$ cat src/include/tlp_regs.vh
// Constants of the tri-level PWM sequencer: level codes, timing figures and derived cycle counts.
// Assumes a 100 MHz core clock; included by the design files by bare name.
`ifndef TLP_REGS_VH
`define TLP_REGS_VH
`define TLP_CLK_MHZ          100
`define TLP_LVL_LOW          2'h0
`define TLP_LVL_HIGH         2'h1
`define TLP_LVL_MID          2'h2
`define TLP_OSC_MIN_KHZ      500
`define TLP_OSC_MAX_KHZ      3000
`define TLP_SYNC_MIN_KHZ     588
`define TLP_SYNC_LOSS_PCT    15
`define TLP_REFRESH_COUNT    32
`define TLP_REFRESH_EXTRA    4
`define TLP_TRI_TIMER_US     60
`define TLP_TRI_TIMER_CYC    (`TLP_TRI_TIMER_US * `TLP_CLK_MHZ)
`define TLP_MIN_ON_NS        120
`define TLP_MIN_ON_CYC       ((`TLP_MIN_ON_NS * `TLP_CLK_MHZ + 999) / 1000)
`define TLP_OSC_HALF_MAX_CYC ((`TLP_CLK_MHZ * 1000) / (2 * `TLP_OSC_MIN_KHZ))
`define TLP_OSC_HALF_MIN_CYC ((`TLP_CLK_MHZ * 1000 + 2 * `TLP_OSC_MAX_KHZ - 1) / (2 * `TLP_OSC_MAX_KHZ))
`endif

$ cat src/design/tlp_osc_sel.v
// Reference-clock generator: internal oscillator divider with external sync follow and fallback.
// Assumes sync_in is synchronous to clk_in; produces one-cycle tick pulses, never a derived clock.
`timescale 1ns/1ns
`include "tlp_regs.vh"
module tlp_osc_sel #(
    parameter HALF_W = 16
) (
    input  wire              clk_in,
    input  wire              rst_in,
    input  wire [HALF_W-1:0] half_period_in,
    input  wire              sync_in,
    output reg               osc_tick_out,
    output reg               sync_lock_out
);
    reg  [HALF_W-1:0] div_r;
    reg               sync_d_r;
    reg  [HALF_W+1:0] watch_r;
    wire              sync_rise;
    wire [HALF_W+1:0] loss_lim;

    assign sync_rise = sync_in & ~sync_d_r;
    // Five half periods without a sync edge mean that the sync source has stopped.
    assign loss_lim  = {half_period_in, 2'b00} + {2'b00, half_period_in};

    always @(posedge clk_in or posedge rst_in) begin
        if (rst_in) begin
            div_r         <= {HALF_W{1'b0}};
            sync_d_r      <= 1'b0;
            watch_r       <= {(HALF_W+2){1'b0}};
            sync_lock_out <= 1'b0;
            osc_tick_out  <= 1'b0;
        end else begin
            sync_d_r <= sync_in;
            if (sync_rise) begin
                watch_r       <= {(HALF_W+2){1'b0}};
                sync_lock_out <= 1'b1;
            end else if (watch_r >= loss_lim) begin
                sync_lock_out <= 1'b0;
            end else begin
                watch_r <= watch_r + 1'b1;
            end
            // A sync edge earlier than half a period after the last tick is ignored, so no tick comes short.
            // The divider keeps ticking when sync edges stop, so a lost sync costs no pulse.
            if (sync_rise && div_r >= half_period_in) begin
                div_r        <= {HALF_W{1'b0}};
                osc_tick_out <= 1'b1;
            end else if (div_r >= half_period_in + half_period_in - 1'b1) begin
                div_r        <= {HALF_W{1'b0}};
                osc_tick_out <= 1'b1;
            end else begin
                div_r        <= div_r + 1'b1;
                osc_tick_out <= 1'b0;
            end
        end
    end
endmodule // tlp_osc_sel

$ cat src/design/tlp_sequencer.v
// Tri-level PWM sequencer: phase configuration, boot refresh, peak-current pulses and sync output.
// Assumes all inputs synchronous to clk_in; the analog loop drives the comparator inputs.
// Summary of operation
// - Dual-phase after reset unless exactly one output is strapped high at configuration.
// - One strapped phase: run single-phase on the other, either may be active.
// - Frequency-set short to ground is a fault; all switching stops.
// - Internal oscillator programmable from 500 kHz to 3 MHz by frequency-set.
// - Follow external sync when present; fall back to internal oscillator when it stops.
// - Each phase switches at half the oscillator or sync rate.
// - Sync output: oscillator rate when strapped low, switching rate when strapped high.
// - Unstrapped sync output is in phase with the second phase output.
// - Sync output held low while any fault is active.
// - High pulse ends as soon as that phase's comparator trips.
// - Two independent comparator inputs, one per phase.
// - Three-level encoding: high, low, mid; driver obeys it.
// - Power-up boot refresh of 32 mid-to-low transitions per active phase.
// - Refresh pulses at switching rate, each low pulse exactly minimum on-time.
// - Mid entry starts 60 us timer; expiry before high sends four refresh pulses.
// - Second phase shifted 180 degrees from the first in dual-phase.
`timescale 1ns/1ns
`include "tlp_regs.vh"
module tlp_sequencer #(
    parameter HALF_W    = 16,
    parameter TRI_CYC   = `TLP_TRI_TIMER_CYC,
    parameter MIN_ON    = `TLP_MIN_ON_CYC,
    parameter N_REFRESH = `TLP_REFRESH_COUNT,
    parameter N_EXTRA   = `TLP_REFRESH_EXTRA
) (
    input  wire              clk_in,
    input  wire              rst_in,
    input  wire              config_in,
    input  wire              strap_a_high_in,
    input  wire              strap_b_high_in,
    input  wire              sync_strap_low_in,
    input  wire              sync_strap_high_in,
    input  wire [HALF_W-1:0] freq_set_in,
    input  wire              freq_set_short_in,
    input  wire              fault_in,
    input  wire              run_in,
    input  wire              sync_in,
    input  wire              peak_trip_a_in,
    input  wire              peak_trip_b_in,
    output reg  [1:0]        phase_a_out,
    output reg  [1:0]        phase_b_out,
    output reg               sync_out,
    output reg               single_phase_out,
    output reg               refresh_busy_out,
    output wire              sync_lock_out
);
    localparam ST_IDLE    = 2'h0;
    localparam ST_REFRESH = 2'h1;
    localparam ST_RUN     = 2'h2;
    localparam ST_MID     = 2'h3;
    localparam [HALF_W-1:0] HALF_LO = `TLP_OSC_HALF_MIN_CYC;
    localparam [HALF_W-1:0] HALF_HI = `TLP_OSC_HALF_MAX_CYC;

    reg  [1:0]        state_r;
    reg  [1:0]        state_nxt;
    reg               en_a_r;
    reg               en_b_r;
    reg               tog_r;
    reg  [5:0]        rcnt_r;
    reg  [31:0]       tri_r;
    reg  [15:0]       pw_r;
    reg               trip_a_r;
    reg               trip_b_r;
    reg               first_done_r;
    wire              osc_tick;
    wire              fault;
    wire              sw_a_tick;
    wire              sw_b_tick;
    wire [HALF_W-1:0] half_per;

    function [HALF_W-1:0] clamp_half;
        input [HALF_W-1:0] v;
        begin
            if (v < HALF_LO)
                clamp_half = HALF_LO;
            else if (v > HALF_HI)
                clamp_half = HALF_HI;
            else
                clamp_half = v;
        end
    endfunction

    assign half_per  = clamp_half(freq_set_in);
    assign fault     = fault_in | freq_set_short_in;
    // Phase A fires on even oscillator ticks, phase B on odd ones: each at half rate, 180 apart.
    assign sw_a_tick = osc_tick & ~tog_r;
    assign sw_b_tick = osc_tick &  tog_r;

    tlp_osc_sel #(
        .HALF_W(HALF_W)
    ) u_osc (
        .clk_in         (clk_in),
        .rst_in         (rst_in),
        .half_period_in (half_per),
        .sync_in        (sync_in),
        .osc_tick_out   (osc_tick),
        .sync_lock_out  (sync_lock_out)
    );

    always @(posedge clk_in or posedge rst_in) begin
        if (rst_in) begin
            en_a_r           <= 1'b1;
            en_b_r           <= 1'b1;
            single_phase_out <= 1'b0;
        end else if (config_in) begin
            // A strap on both outputs is meaningless; dual-phase is kept then.
            if (strap_a_high_in && !strap_b_high_in) begin
                en_a_r           <= 1'b0;
                en_b_r           <= 1'b1;
                single_phase_out <= 1'b1;
            end else if (strap_b_high_in && !strap_a_high_in) begin
                en_a_r           <= 1'b1;
                en_b_r           <= 1'b0;
                single_phase_out <= 1'b1;
            end else begin
                en_a_r           <= 1'b1;
                en_b_r           <= 1'b1;
                single_phase_out <= 1'b0;
            end
        end
    end

    always @* begin
        state_nxt = state_r;
        case (state_r)
            ST_IDLE: begin
                if (run_in && !config_in)
                    state_nxt = ST_REFRESH;
            end
            ST_REFRESH: begin
                if (rcnt_r == 6'h00 && pw_r == 16'h0000 && sw_b_tick)
                    state_nxt = ST_RUN;
            end
            ST_RUN: begin
                if (!run_in)
                    state_nxt = ST_MID;
            end
            ST_MID: begin
                if (run_in)
                    state_nxt = ST_RUN;
                else if (tri_r >= TRI_CYC - 1)
                    state_nxt = ST_REFRESH;
            end
            default: state_nxt = ST_IDLE;
        endcase
        if (fault)
            state_nxt = ST_IDLE;
    end

    always @(posedge clk_in or posedge rst_in) begin
        if (rst_in) begin
            state_r          <= ST_IDLE;
            tog_r            <= 1'b0;
            rcnt_r           <= 6'h00;
            tri_r            <= 32'h0000_0000;
            pw_r             <= 16'h0000;
            trip_a_r         <= 1'b0;
            trip_b_r         <= 1'b0;
            first_done_r     <= 1'b0;
            refresh_busy_out <= 1'b0;
        end else begin
            state_r <= state_nxt;
            if (osc_tick)
                tog_r <= ~tog_r;
            if (state_r != ST_REFRESH && state_nxt == ST_REFRESH) begin
                rcnt_r       <= first_done_r ? N_EXTRA[5:0] : N_REFRESH[5:0];
                first_done_r <= 1'b1;
            end else if (state_r == ST_REFRESH && sw_a_tick && rcnt_r != 6'h00) begin
                rcnt_r <= rcnt_r - 1'b1;
            end
            if (state_r == ST_REFRESH && sw_a_tick && rcnt_r != 6'h00)
                pw_r <= MIN_ON[15:0];
            else if (pw_r != 16'h0000)
                pw_r <= pw_r - 1'b1;
            if (state_r == ST_MID)
                tri_r <= tri_r + 1'b1;
            else
                tri_r <= 32'h0000_0000;
            // A trip holds the phase off until its next switching edge.
            if (peak_trip_a_in)
                trip_a_r <= 1'b1;
            else if (sw_a_tick)
                trip_a_r <= 1'b0;
            if (peak_trip_b_in)
                trip_b_r <= 1'b1;
            else if (sw_b_tick)
                trip_b_r <= 1'b0;
            refresh_busy_out <= (state_nxt == ST_REFRESH);
        end
    end

    always @(posedge clk_in or posedge rst_in) begin
        if (rst_in) begin
            phase_a_out <= `TLP_LVL_MID;
            phase_b_out <= `TLP_LVL_MID;
            sync_out    <= 1'b0;
        end else begin
            if (fault || state_r == ST_IDLE || state_r == ST_MID) begin
                phase_a_out <= `TLP_LVL_MID;
                phase_b_out <= `TLP_LVL_MID;
            end else if (state_r == ST_REFRESH) begin
                phase_a_out <= (en_a_r && pw_r != 16'h0000) ? `TLP_LVL_LOW : `TLP_LVL_MID;
                phase_b_out <= (en_b_r && pw_r != 16'h0000) ? `TLP_LVL_LOW : `TLP_LVL_MID;
            end else begin
                if (!en_a_r)
                    phase_a_out <= `TLP_LVL_MID;
                // The latched trip yields to the next switching tick, so only a trip present at a switching tick costs a whole period.
                else if (peak_trip_a_in || (trip_a_r && !sw_a_tick))
                    phase_a_out <= `TLP_LVL_LOW;
                else if (sw_a_tick)
                    phase_a_out <= `TLP_LVL_HIGH;
                if (!en_b_r)
                    phase_b_out <= `TLP_LVL_MID;
                else if (peak_trip_b_in || (trip_b_r && !sw_b_tick))
                    phase_b_out <= `TLP_LVL_LOW;
                else if (sw_b_tick)
                    phase_b_out <= `TLP_LVL_HIGH;
            end
            if (fault)
                sync_out <= 1'b0;
            else if (sync_strap_low_in) begin
                if (osc_tick)
                    sync_out <= 1'b1;
                else if (pw_r == 16'h0000)
                    sync_out <= 1'b0;
            end else if (sync_strap_high_in) begin
                if (sw_a_tick)
                    sync_out <= 1'b1;
                else if (sw_b_tick)
                    sync_out <= 1'b0;
            end else begin
                if (sw_b_tick)
                    sync_out <= 1'b1;
                else if (sw_a_tick)
                    sync_out <= 1'b0;
            end
        end
    end
endmodule // tlp_sequencer

$ cat config.mk
export PLATFORM = sky130hd
export DESIGN_NAME = tlp_sequencer
export DESIGN_NICKNAME = d
export VERILOG_FILES = /design/src/design/tlp_osc_sel.v /design/src/design/tlp_sequencer.v
export VERILOG_INCLUDE_DIRS = /design/src /design/src/include
export SDC_FILE = /design/constraint.sdc
export NUM_CORES = 1
export LEC_CHECK = 0
export BUFFER_PORTS_ARGS = -buffer_cell sky130_fd_sc_hd__buf_2
export CORE_ASPECT_RATIO = 0.7
export CORE_MARGIN = 5
export CORE_UTILIZATION = 35
export DETAILED_ROUTE_END_ITERATION = 12
export SLEW_MARGIN = 20
export SYNTH_ARGS = -nofsm -noshare
export SYNTH_HDL_FRONTEND = slang
export SYNTH_SLANG_ARGS = --single-unit
$ cat constraint.sdc
create_clock -name clk_in -period 3.38 [get_ports clk_in]
set_clock_uncertainty 0.15 [all_clocks]
set_input_delay 0 -clock clk_in [delete_from_list [all_inputs] [get_ports clk_in]]
set_output_delay 0 -clock clk_in [all_outputs]
set_load 0.005 [all_outputs]
==> key figures, run 1 <==
Timing
  – Worst setup margin: -0.4192 ns
  – Final period utilization: 112.4%
  – Min Hold Slack: 0.03259 ns
  – Slew @ Worst Pin: 1.036 ns
  – Hold Fails Final Rpt: 0
  – Final setup TNS: -6.596 ns
  – RSZ-0062 raised after global routing: true
  – Slew Limit Headroom: 30.74%
  – Final Max Tran Viols: 0
  – # setup viols final: 19
  – Max Clk Rate: 263.2 MHz
  – Fin crit period: 3.799 ns

Worst setup path
  – Slowest library cell on the worst path: a2111oi_4
  – Crit path top cell by count: buf_6
  – Arrival @ worst endpoint: 3.92 ns
  – Crit path cell chain: buf_6 -> nor4_4 -> nand3_2 -> a2111oi_4 -> a21o_1 -> inv_2 -> ha_4 -> fa_2 -> a21o_1 -> a21oi_2 -> buf_4 -> buf_6 -> xor2_1 -> ha_1 -> nand2_2 -> nor3_4 -> o311ai_4 -> a211oi_4 -> nor2_1 -> buf_6 -> nand4_1 -> mux2i_1
  – R2R Path Start: u_osc.watch_r[15]$_DFFE_PP0P_
  – Worst R2R Setup Slack: 0.57 ns
  – Worst EP required: 3.50 ns
  – Delay-heaviest family, CP: compound AO/OA/AOI/OAI gates
  – Worst-path maximum fanout: 11
  – Startpoint Class: input port
  – Cells on worst reg2reg path: 8
  – Slowest Stage Delay on Critical Path: 0.37 ns
  – Critical path class: in2reg
  – Reg2reg end: u_osc.watch_r[16]$_DFFE_PP0P_
  – CP Capture Type: register
  – WP buf/inv: 5

Power and ir drop
  – Total Power: 3.775 mW
  – PwrDens: 431.1 nW/um^2
  – Max IR drop VDD: 227.0 uV
  – Leakage: 4.066 nW

Outcome
  – Status: complete, but fails checks
  – Failing checks: negative setup slack

Synth
  – Mux cell area share after synthesis: 0.7190%
  – Top FF cell, synth: dfrtp_1
  – Simple-gate share of the synthesized area: 23.33%
  – Async SR Flop Fraction: 100.0%
  – Register area share after synthesis: 38.18%
  – Synth Warn #: 0
  – Post-Syn Instances: 771
  – Synth unique cells: 59
  – Synthesized area: 6960 um^2
  – Post-Synth Adder-Cell Area: 13.23%
  – Synth Area in Compound Gates: 12.89%
  – Synth Area in XOR/XNOR: 9.437%
  – Syn_area_per_cell: 9.028 um^2
  – Post-synth EDFFs: 0
  – Seq cells post-synth: 106
  – Largest family of logic cells by synthesized area: simple AND/OR/NAND/NOR gates

Detailed routing
  – Via-to-Cell Ratio: 4.933
  – DRT iter0 DRCs: 338
  – Wire length per cell: 13.23 um
  – Final Routed Wirelength: 15660 um
  – Routed via count: 5841
  – Final ANT Viol Nets: 0
  – Post-route DRC: 0
  – DRT Pass-1 Iters: 5

Die
  – Die Wd: 178.6 um
  – Io pins: 37
  – Chip height: 128.0 um
  – Initial Utilization: 35.35%
  – Rows: 43
  – Total die area: 22850 um^2
  – Core area: 19690 um^2

Hold path
  – Hold Startpoint: sync_strap_high_in
  – WHS Path Cells: 5
  – WHS Endpoint: sync_out$_DFFE_PP0P_
  – Hold WC Path Type: in2reg

CTS
  – H-tree Lvls: 3
  – CTS max path bufs: 2
  – CTS tree: yes
  – Clock slew at reported path FFs: 0.08 ns
  – Clock root buffer: clkbuf_16
  – Worst skew pair latency: 0.35 ns
  – Clock sink total: 106
  – Clock buffers created by TritonCTS: 9

Finish
  – Leading cell type in the layout, fill and taps excluded: dfrtp_1
  – Area Growth Syn to Fin: 25.80%
  – Finished Cell Area: 8756 um^2
  – Register area: 2658 um^2
  – Footprint of the multi-input gates: 4562 um^2
  – Final #Nets: 1011
  – Commonest cells after routing, fill and taps aside: dfrtp_1, nor2_1, ha_1
  – Inserted Diodes: 0
  – Share of cells above drive strength 1: 19.91%
  – Fill count: 1941

Global route
  – Largest net degree at the start of global routing: 64
  – First-pass GRT wire length: 27250 um
  – Initial antenna violation count: 0
  – Overall Global Routing Usage: 14.41%
  – Via count of the first global-routing pass: 5482
  – GRT overflow: 0

Placed design
  – Placer congestion estimate: 0.8221
  – DP HPWL: 11510 um
  – Setup Slack @ Placement: -0.9357 ns
  – IO Port Bufs: 36
  – Area post-placement: 8063 um^2

Job
  – Max-Cap Viols: 0
-- how the worst max path moves through the flow --
| stage | startpoint | end | slack, ns | cells after the start |
|---|---|---|---|---|
| final | freq_set_in[12] | u_osc.watch_r[11]$_DFFE_PP0P_ | -0.42 | 22 |
| after global routing | freq_set_in[12] | u_osc.watch_r[11]$_DFFE_PP0P_ | -0.66 | 22 |
| after CTS | freq_set_in[12] | u_osc.watch_r[16]$_DFFE_PP0P_ | -0.34 | 20 |
| after detailed placement | freq_set_in[9] | u_osc.watch_r[16]$_DFFE_PP0P_ | -0.94 | 20 |
| after global placement | freq_set_in[9] | u_osc.watch_r[16]$_DFFE_PP0P_ | -0.80 | 20 |
| after floorplan | freq_set_in[9] | u_osc.watch_r[16]$_DFFE_PP0P_ | -0.62 | 21 |
-- layer usage --
layer  vias up  global-route usage (%)  wire length [um]
met5         -                       0                 0
met4         0                   3.293               196
met3        10                   2.683               585
met2        74                   20.09              6492
met1      2761                   22.82              8387
li1       2996                       -                 -
-- flip-flops by register name, indices dropped and copies added, names as in the netlist, 2 cells and up --
register / flops
u_osc.watch_r: 18
tri_r: 32
phase_b_out: 2
rcnt_r: 6
u_osc.div_r: 16
state_r: 2
phase_a_out: 2
pw_r: 16
-- power breakdown --
part | total, mW | internal (mW) | switching [mW]
Combinational | 0.957 | 0.456 | 0.501
Sequential | 1.72 | 1.47 | 0.248
Clock | 1.10 | 0.623 | 0.478
-- logic make-up (layout without fill, tap and decap cells) --
group,Yosys count,in the layout
compound gates,144,144
xor+xnor,75,75
fa+ha+maj,73,73
buf+inv,39,150
flops,106,106
mux,5,5
other cells,2,34
simple gates,327,327
-- cell type report --
class	count	share of cell area [%]
tap	270	3.858
timing repair buffer	107	8.931
clock inverter	4	0.6430
sequential	106	30.35
multi-input combinational	658	52.10
clock buffer	12	2.929
inverter	27	1.186
-- per-stage QoR --
stage	std cells	utilization (%)
2_1_floorplan	803	-
4_1_cts	1179	43.87
3_5_place_dp	1145	40.95
3_3_place_gp	1145	40.95
5_1_grt	1184	44.47
6_report	1184	44.47
-- cells in the mapped netlist, drive strengths merged (2+ instances only) --
| cell type | instances | area [um^2] |
|---|---|---|
| nand2b | 8 | 50.05 |
| nor2b | 5 | 31.28 |
| o31ai | 4 | 30.03 |
| nand2 | 65 | 244.0 |
| xnor2 | 32 | 280.3 |
| nor2 | 103 | 389.1 |
| clkbuf | 12 | 45.04 |
| and2 | 5 | 32.53 |
| a21o | 18 | 135.1 |
| nand3 | 44 | 220.2 |
| o21a | 3 | 22.52 |
| nor4b | 3 | 26.28 |
| dfrtp | 102 | 2552 |
| dfstp | 4 | 105.1 |
| a21boi | 3 | 22.52 |
| a211oi | 9 | 67.56 |
| a31o | 5 | 43.79 |
| and4 | 4 | 37.54 |
| o21bai | 4 | 30.03 |
| xor2 | 43 | 376.6 |
| conb | 2 | 7.510 |
| nor4 | 11 | 83.83 |
| and3 | 19 | 120.1 |
| or2 | 4 | 25.03 |
| a2111oi | 3 | 26.28 |
| o21ai | 30 | 150.1 |
| nand4 | 13 | 87.58 |
| nor3 | 19 | 106.4 |
| and2b | 2 | 17.52 |
| inv | 27 | 101.4 |
| or3 | 15 | 95.09 |
| a31oi | 4 | 25.02 |
| ha | 72 | 900.9 |
| o211ai | 2 | 15.01 |
| or4 | 4 | 33.78 |
| a21oi | 52 | 260.3 |
| mux2i | 5 | 50.05 |
-- timing repair --
action / CTS / global route
endpoints found under the setup margin: 19 / 32
pin swaps: 24 / 19
gates resized for setup: 19 / 22
endpoints found under the hold margin: 78 / 0
hold buffers: 13 / 0
setup buffers: 7 / 6
-- worst reg2reg max path, delay by kind of cell, from the launching register on --
kind,cells,cell delay (ns)
AND/OR/NAND/NOR,3,0.99
AO/OA/AOI/OAI,4,0.88
flip-flops,1,0.45
adder cells (fa/ha/maj),1,0.28
No activity file was read; power rests on OpenSTA's default activity.
==> inputs of run 2 (changes only) <==
--- a/config.mk
+++ b/config.mk
@@ -9,7 +9,7 @@
 export BUFFER_PORTS_ARGS = -buffer_cell sky130_fd_sc_hd__buf_2
 export CORE_ASPECT_RATIO = 0.7
 export CORE_MARGIN = 5
-export CORE_UTILIZATION = 35
+export CORE_UTILIZATION = 25
 export DETAILED_ROUTE_END_ITERATION = 12
 export SLEW_MARGIN = 20
 export SYNTH_ARGS = -nofsm -noshare
==> run 2 against run 1 <==
Compared with the run above: the run still ends with negative setup slack left; worst setup slack better by 0.036 ns; clock power is 5% lower; largest cell class unchanged; count of clock-buffer cells in the layout is 3 lower; cell area is 1.1% higher; wire length is 1.4% higher; power is 1.8% lower; utilization is 12 points lower; first-iteration DRC count is 14% lower; cell count is 9.0% higher.
==> key figures, run 2 (synthesis results as in run 1) <==
Placed design
  – Setup Slack @ Placement: -0.9782 ns (-0.04248 ns)
  – Placed insts: 1244 (+8.6%)
  – Placer congestion estimate: 0.8053 (-2.0%)
  – DP HPWL: 11540 um (+0.29%)
  – IO Port Bufs: 36 (unchanged)
  – Area post-placement: 8174 um^2 (+1.4%)

Worst setup path
  – Slowest Stage Delay on Critical Path: 0.42 ns (+0.05 ns)
  – R2R Path Start: pw_r[7]$_DFFE_PP0P_
  – Crit path top cell by count: a21oi_2
  – Slowest library cell on the worst path: or4_1
  – Crit path cell chain: buf_6 -> nor4_4 -> nand3_2 -> a2111oi_4 -> a21o_1 -> inv_2 -> ha_4 -> a211oi_2 -> o21bai_1 -> or3_4 -> a21oi_4 -> xnor2_2 -> ha_1 -> a21oi_2 -> o21ai_1 -> a21oi_2 -> a211oi_2 -> or2_4 -> or4_1 -> a21oi_2
  – Worst R2R Setup Slack: 0.61 ns (+0.04 ns)
  – Cells on worst reg2reg path: 8 (unchanged)
  – Arrival @ worst endpoint: 3.90 ns (-0.02 ns)
  – Startpoint Class: input port
  – Delay-heaviest family, CP: compound AO/OA/AOI/OAI gates
  – Critical path class: in2reg
  – Reg2reg end: refresh_busy_out$_DFF_PP0_
  – WP buf/inv: 2 (-3)
  – CP Capture Type: register
  – Worst EP required: 3.52 ns (+0.02 ns)
  – Worst-path maximum fanout: 6 (-5)

Finish
  – Final non-filler cell total: 1291 (+9.0%)
  – Final #Nets: 1017 (+0.59%)
  – Commonest cells after routing, fill and taps aside: nor2_1, dfrtp_1, ha_1
  – Share of cells above drive strength 1: 19.24% (-0.67 points)
  – Fill count: 2838 (+46%)
  – Max FFs per register: 32 (unchanged)
  – Largest regs: tri_r x32, u_osc.watch_r x18
  – Area Growth Syn to Fin: 27.14%
  – Post-Route Utilization: 32.03% (-12 points)
  – Inserted Diodes: 0 (unchanged)
  – Finished Cell Area: 8850 um^2 (+1.1%)
  – Register area: 2658 um^2 (unchanged)
  – Largest Register: tri_r
  – Footprint of the multi-input gates: 4504 um^2 (-1.3%)

Power and ir drop
  – Total Power: 3.706 mW (-1.8%)
  – PwrDens: 418.7 nW/um^2 (-2.9%)
  – Leakage: 4.095 nW (+0.73%)
  – Max IR drop VDD: 255.8 uV (+13%)

Timing
  – Final Max Tran Viols: 0 (unchanged)
  – # setup viols final: 19 (unchanged)
  – Worst setup margin: -0.3827 ns (+0.03645 ns)
  – RSZ-0062 raised after global routing: true
  – Slew Limit Headroom: 30.10% (-0.64 points)
  – Fin crit period: 3.763 ns (-0.03646 ns)
  – Min Hold Slack: 0.03159 ns (-0.0009948 ns)
  – Final setup TNS: -5.130 ns (+1.466 ns)
  – Hold Fails Final Rpt: 0 (unchanged)
  – Slew @ Worst Pin: 1.046 ns (+0.009509 ns)
  – Final period utilization: 111.3% (-1.1 points)
  – Max Clk Rate: 265.8 MHz (+0.97%)

Detailed routing
  – DRT Pass-1 Iters: 5 (unchanged)
  – Post-route DRC: 0 (unchanged)
  – DRT iter0 DRCs: 289 (-14%)
  – Wire length per cell: 12.30 um (-7.0%)
  – Routed via count: 5784 (-0.98%)
  – Final Routed Wirelength: 15880 um (+1.4%)
  – Via-to-Cell Ratio: 4.480 (-9.2%)
  – Final ANT Viol Nets: 0 (unchanged)

CTS
  – Clock buffers created by TritonCTS: 9 (unchanged)
  – H-tree Lvls: 3 (unchanged)
  – Clock slew at reported path FFs: 0.08 ns (about the same)
  – CTS max path bufs: 2 (unchanged)
  – Clock sink total: 106 (unchanged)
  – CTS tree: yes
  – Worst skew pair latency: 0.36 ns (about the same)
  – Clock root buffer: clkbuf_16

Hold path
  – Hold Startpoint: sync_strap_high_in
  – Hold WC Path Type: in2reg
  – WHS Path Cells: 5 (unchanged)
  – WHS Endpoint: sync_out$_DFFE_PP0P_

Die
  – Rows: 51 (+19%)
  – Core area: 27630 um^2 (+40%)
  – Die Wd: 209.4 um (+17%)
  – Io pins: 37 (unchanged)
  – Total die area: 31330 um^2 (+37%)
  – Initial Utilization: 25.19% (-10 points)
  – Chip height: 149.6 um (+17%)

Outcome
  – Status: complete, but fails checks
  – Failing checks: negative setup slack

Global route
  – Via count of the first global-routing pass: 5465 (-0.31%)
  – First-pass GRT wire length: 27050 um (-0.73%)
  – Largest net degree at the start of global routing: 107 (+67%)
  – GRT overflow: 0 (unchanged)
  – Overall Global Routing Usage: 10.32% (-4.1 points)
  – Initial antenna violation count: 0 (unchanged)

Job
  – Max-Cap Viols: 0 (unchanged)
run 2: routing by layer:
layer  wire, um  vias to the layer above  track usage, %
met1       8248                     2710           15.11
met5          0                        -               0
li1           -                     3002               -
met3        428                        9           2.242
met4        104                        0           1.728
met2       7100                       63           15.90
run 2: area by class of cell:
| cell class | count | area share [%] |
|---|---|---|
| Clock buffer | 9 | 2.545 |
| Clock inverter | 7 | 0.7635 |
| Inverter | 27 | 1.173 |
| Multi-Input combinational cell | 658 | 50.90 |
| Sequential cell | 106 | 30.03 |
| Tap cell | 371 | 5.245 |
| Timing Repair Buffer | 113 | 9.345 |
run 2: what timing repair did:
action,4_1_cts,5_1_grt
setup endpoints to repair,19,22
buffers inserted,15,5
pin swaps,30,11
resized for setup,14,14
hold buffers,13,0
hold endpoints to repair,122,0
run 2: how the worst max path moves through the flow:
| stage | from | endpoint | slack [ns] | depth (start not counted) |
|---|---|---|---|---|
| CTS | freq_set_in[12] | u_osc.watch_r[11]$_DFFE_PP0P_ | -0.32 | 22 |
| floorplan | freq_set_in[9] | u_osc.watch_r[16]$_DFFE_PP0P_ | -0.62 | 21 |
| finish | freq_set_in[12] | u_osc.watch_r[16]$_DFFE_PP0P_ | -0.38 | 20 |
| global placement | freq_set_in[9] | u_osc.watch_r[16]$_DFFE_PP0P_ | -0.82 | 20 |
| global route | freq_set_in[12] | u_osc.watch_r[12]$_DFFE_PP0P_ | -0.66 | 22 |
| detailed placement | freq_set_in[9] | u_osc.watch_r[16]$_DFFE_PP0P_ | -0.98 | 20 |
run 2: report_power, final:
group          switching [mW]  internal, mW  leakage (nW)
logic                   0.492         0.447          2.55
clock network           0.526         0.524         0.148
registers               0.248          1.47          1.39
run 2: tightest hold or removal path, cell delays in order:
cell and delay, ns:
buf_2 0.08, xor2_1 0.13, o21ai_0 0.07, o21ai_0 0.07, and2_1 0.14
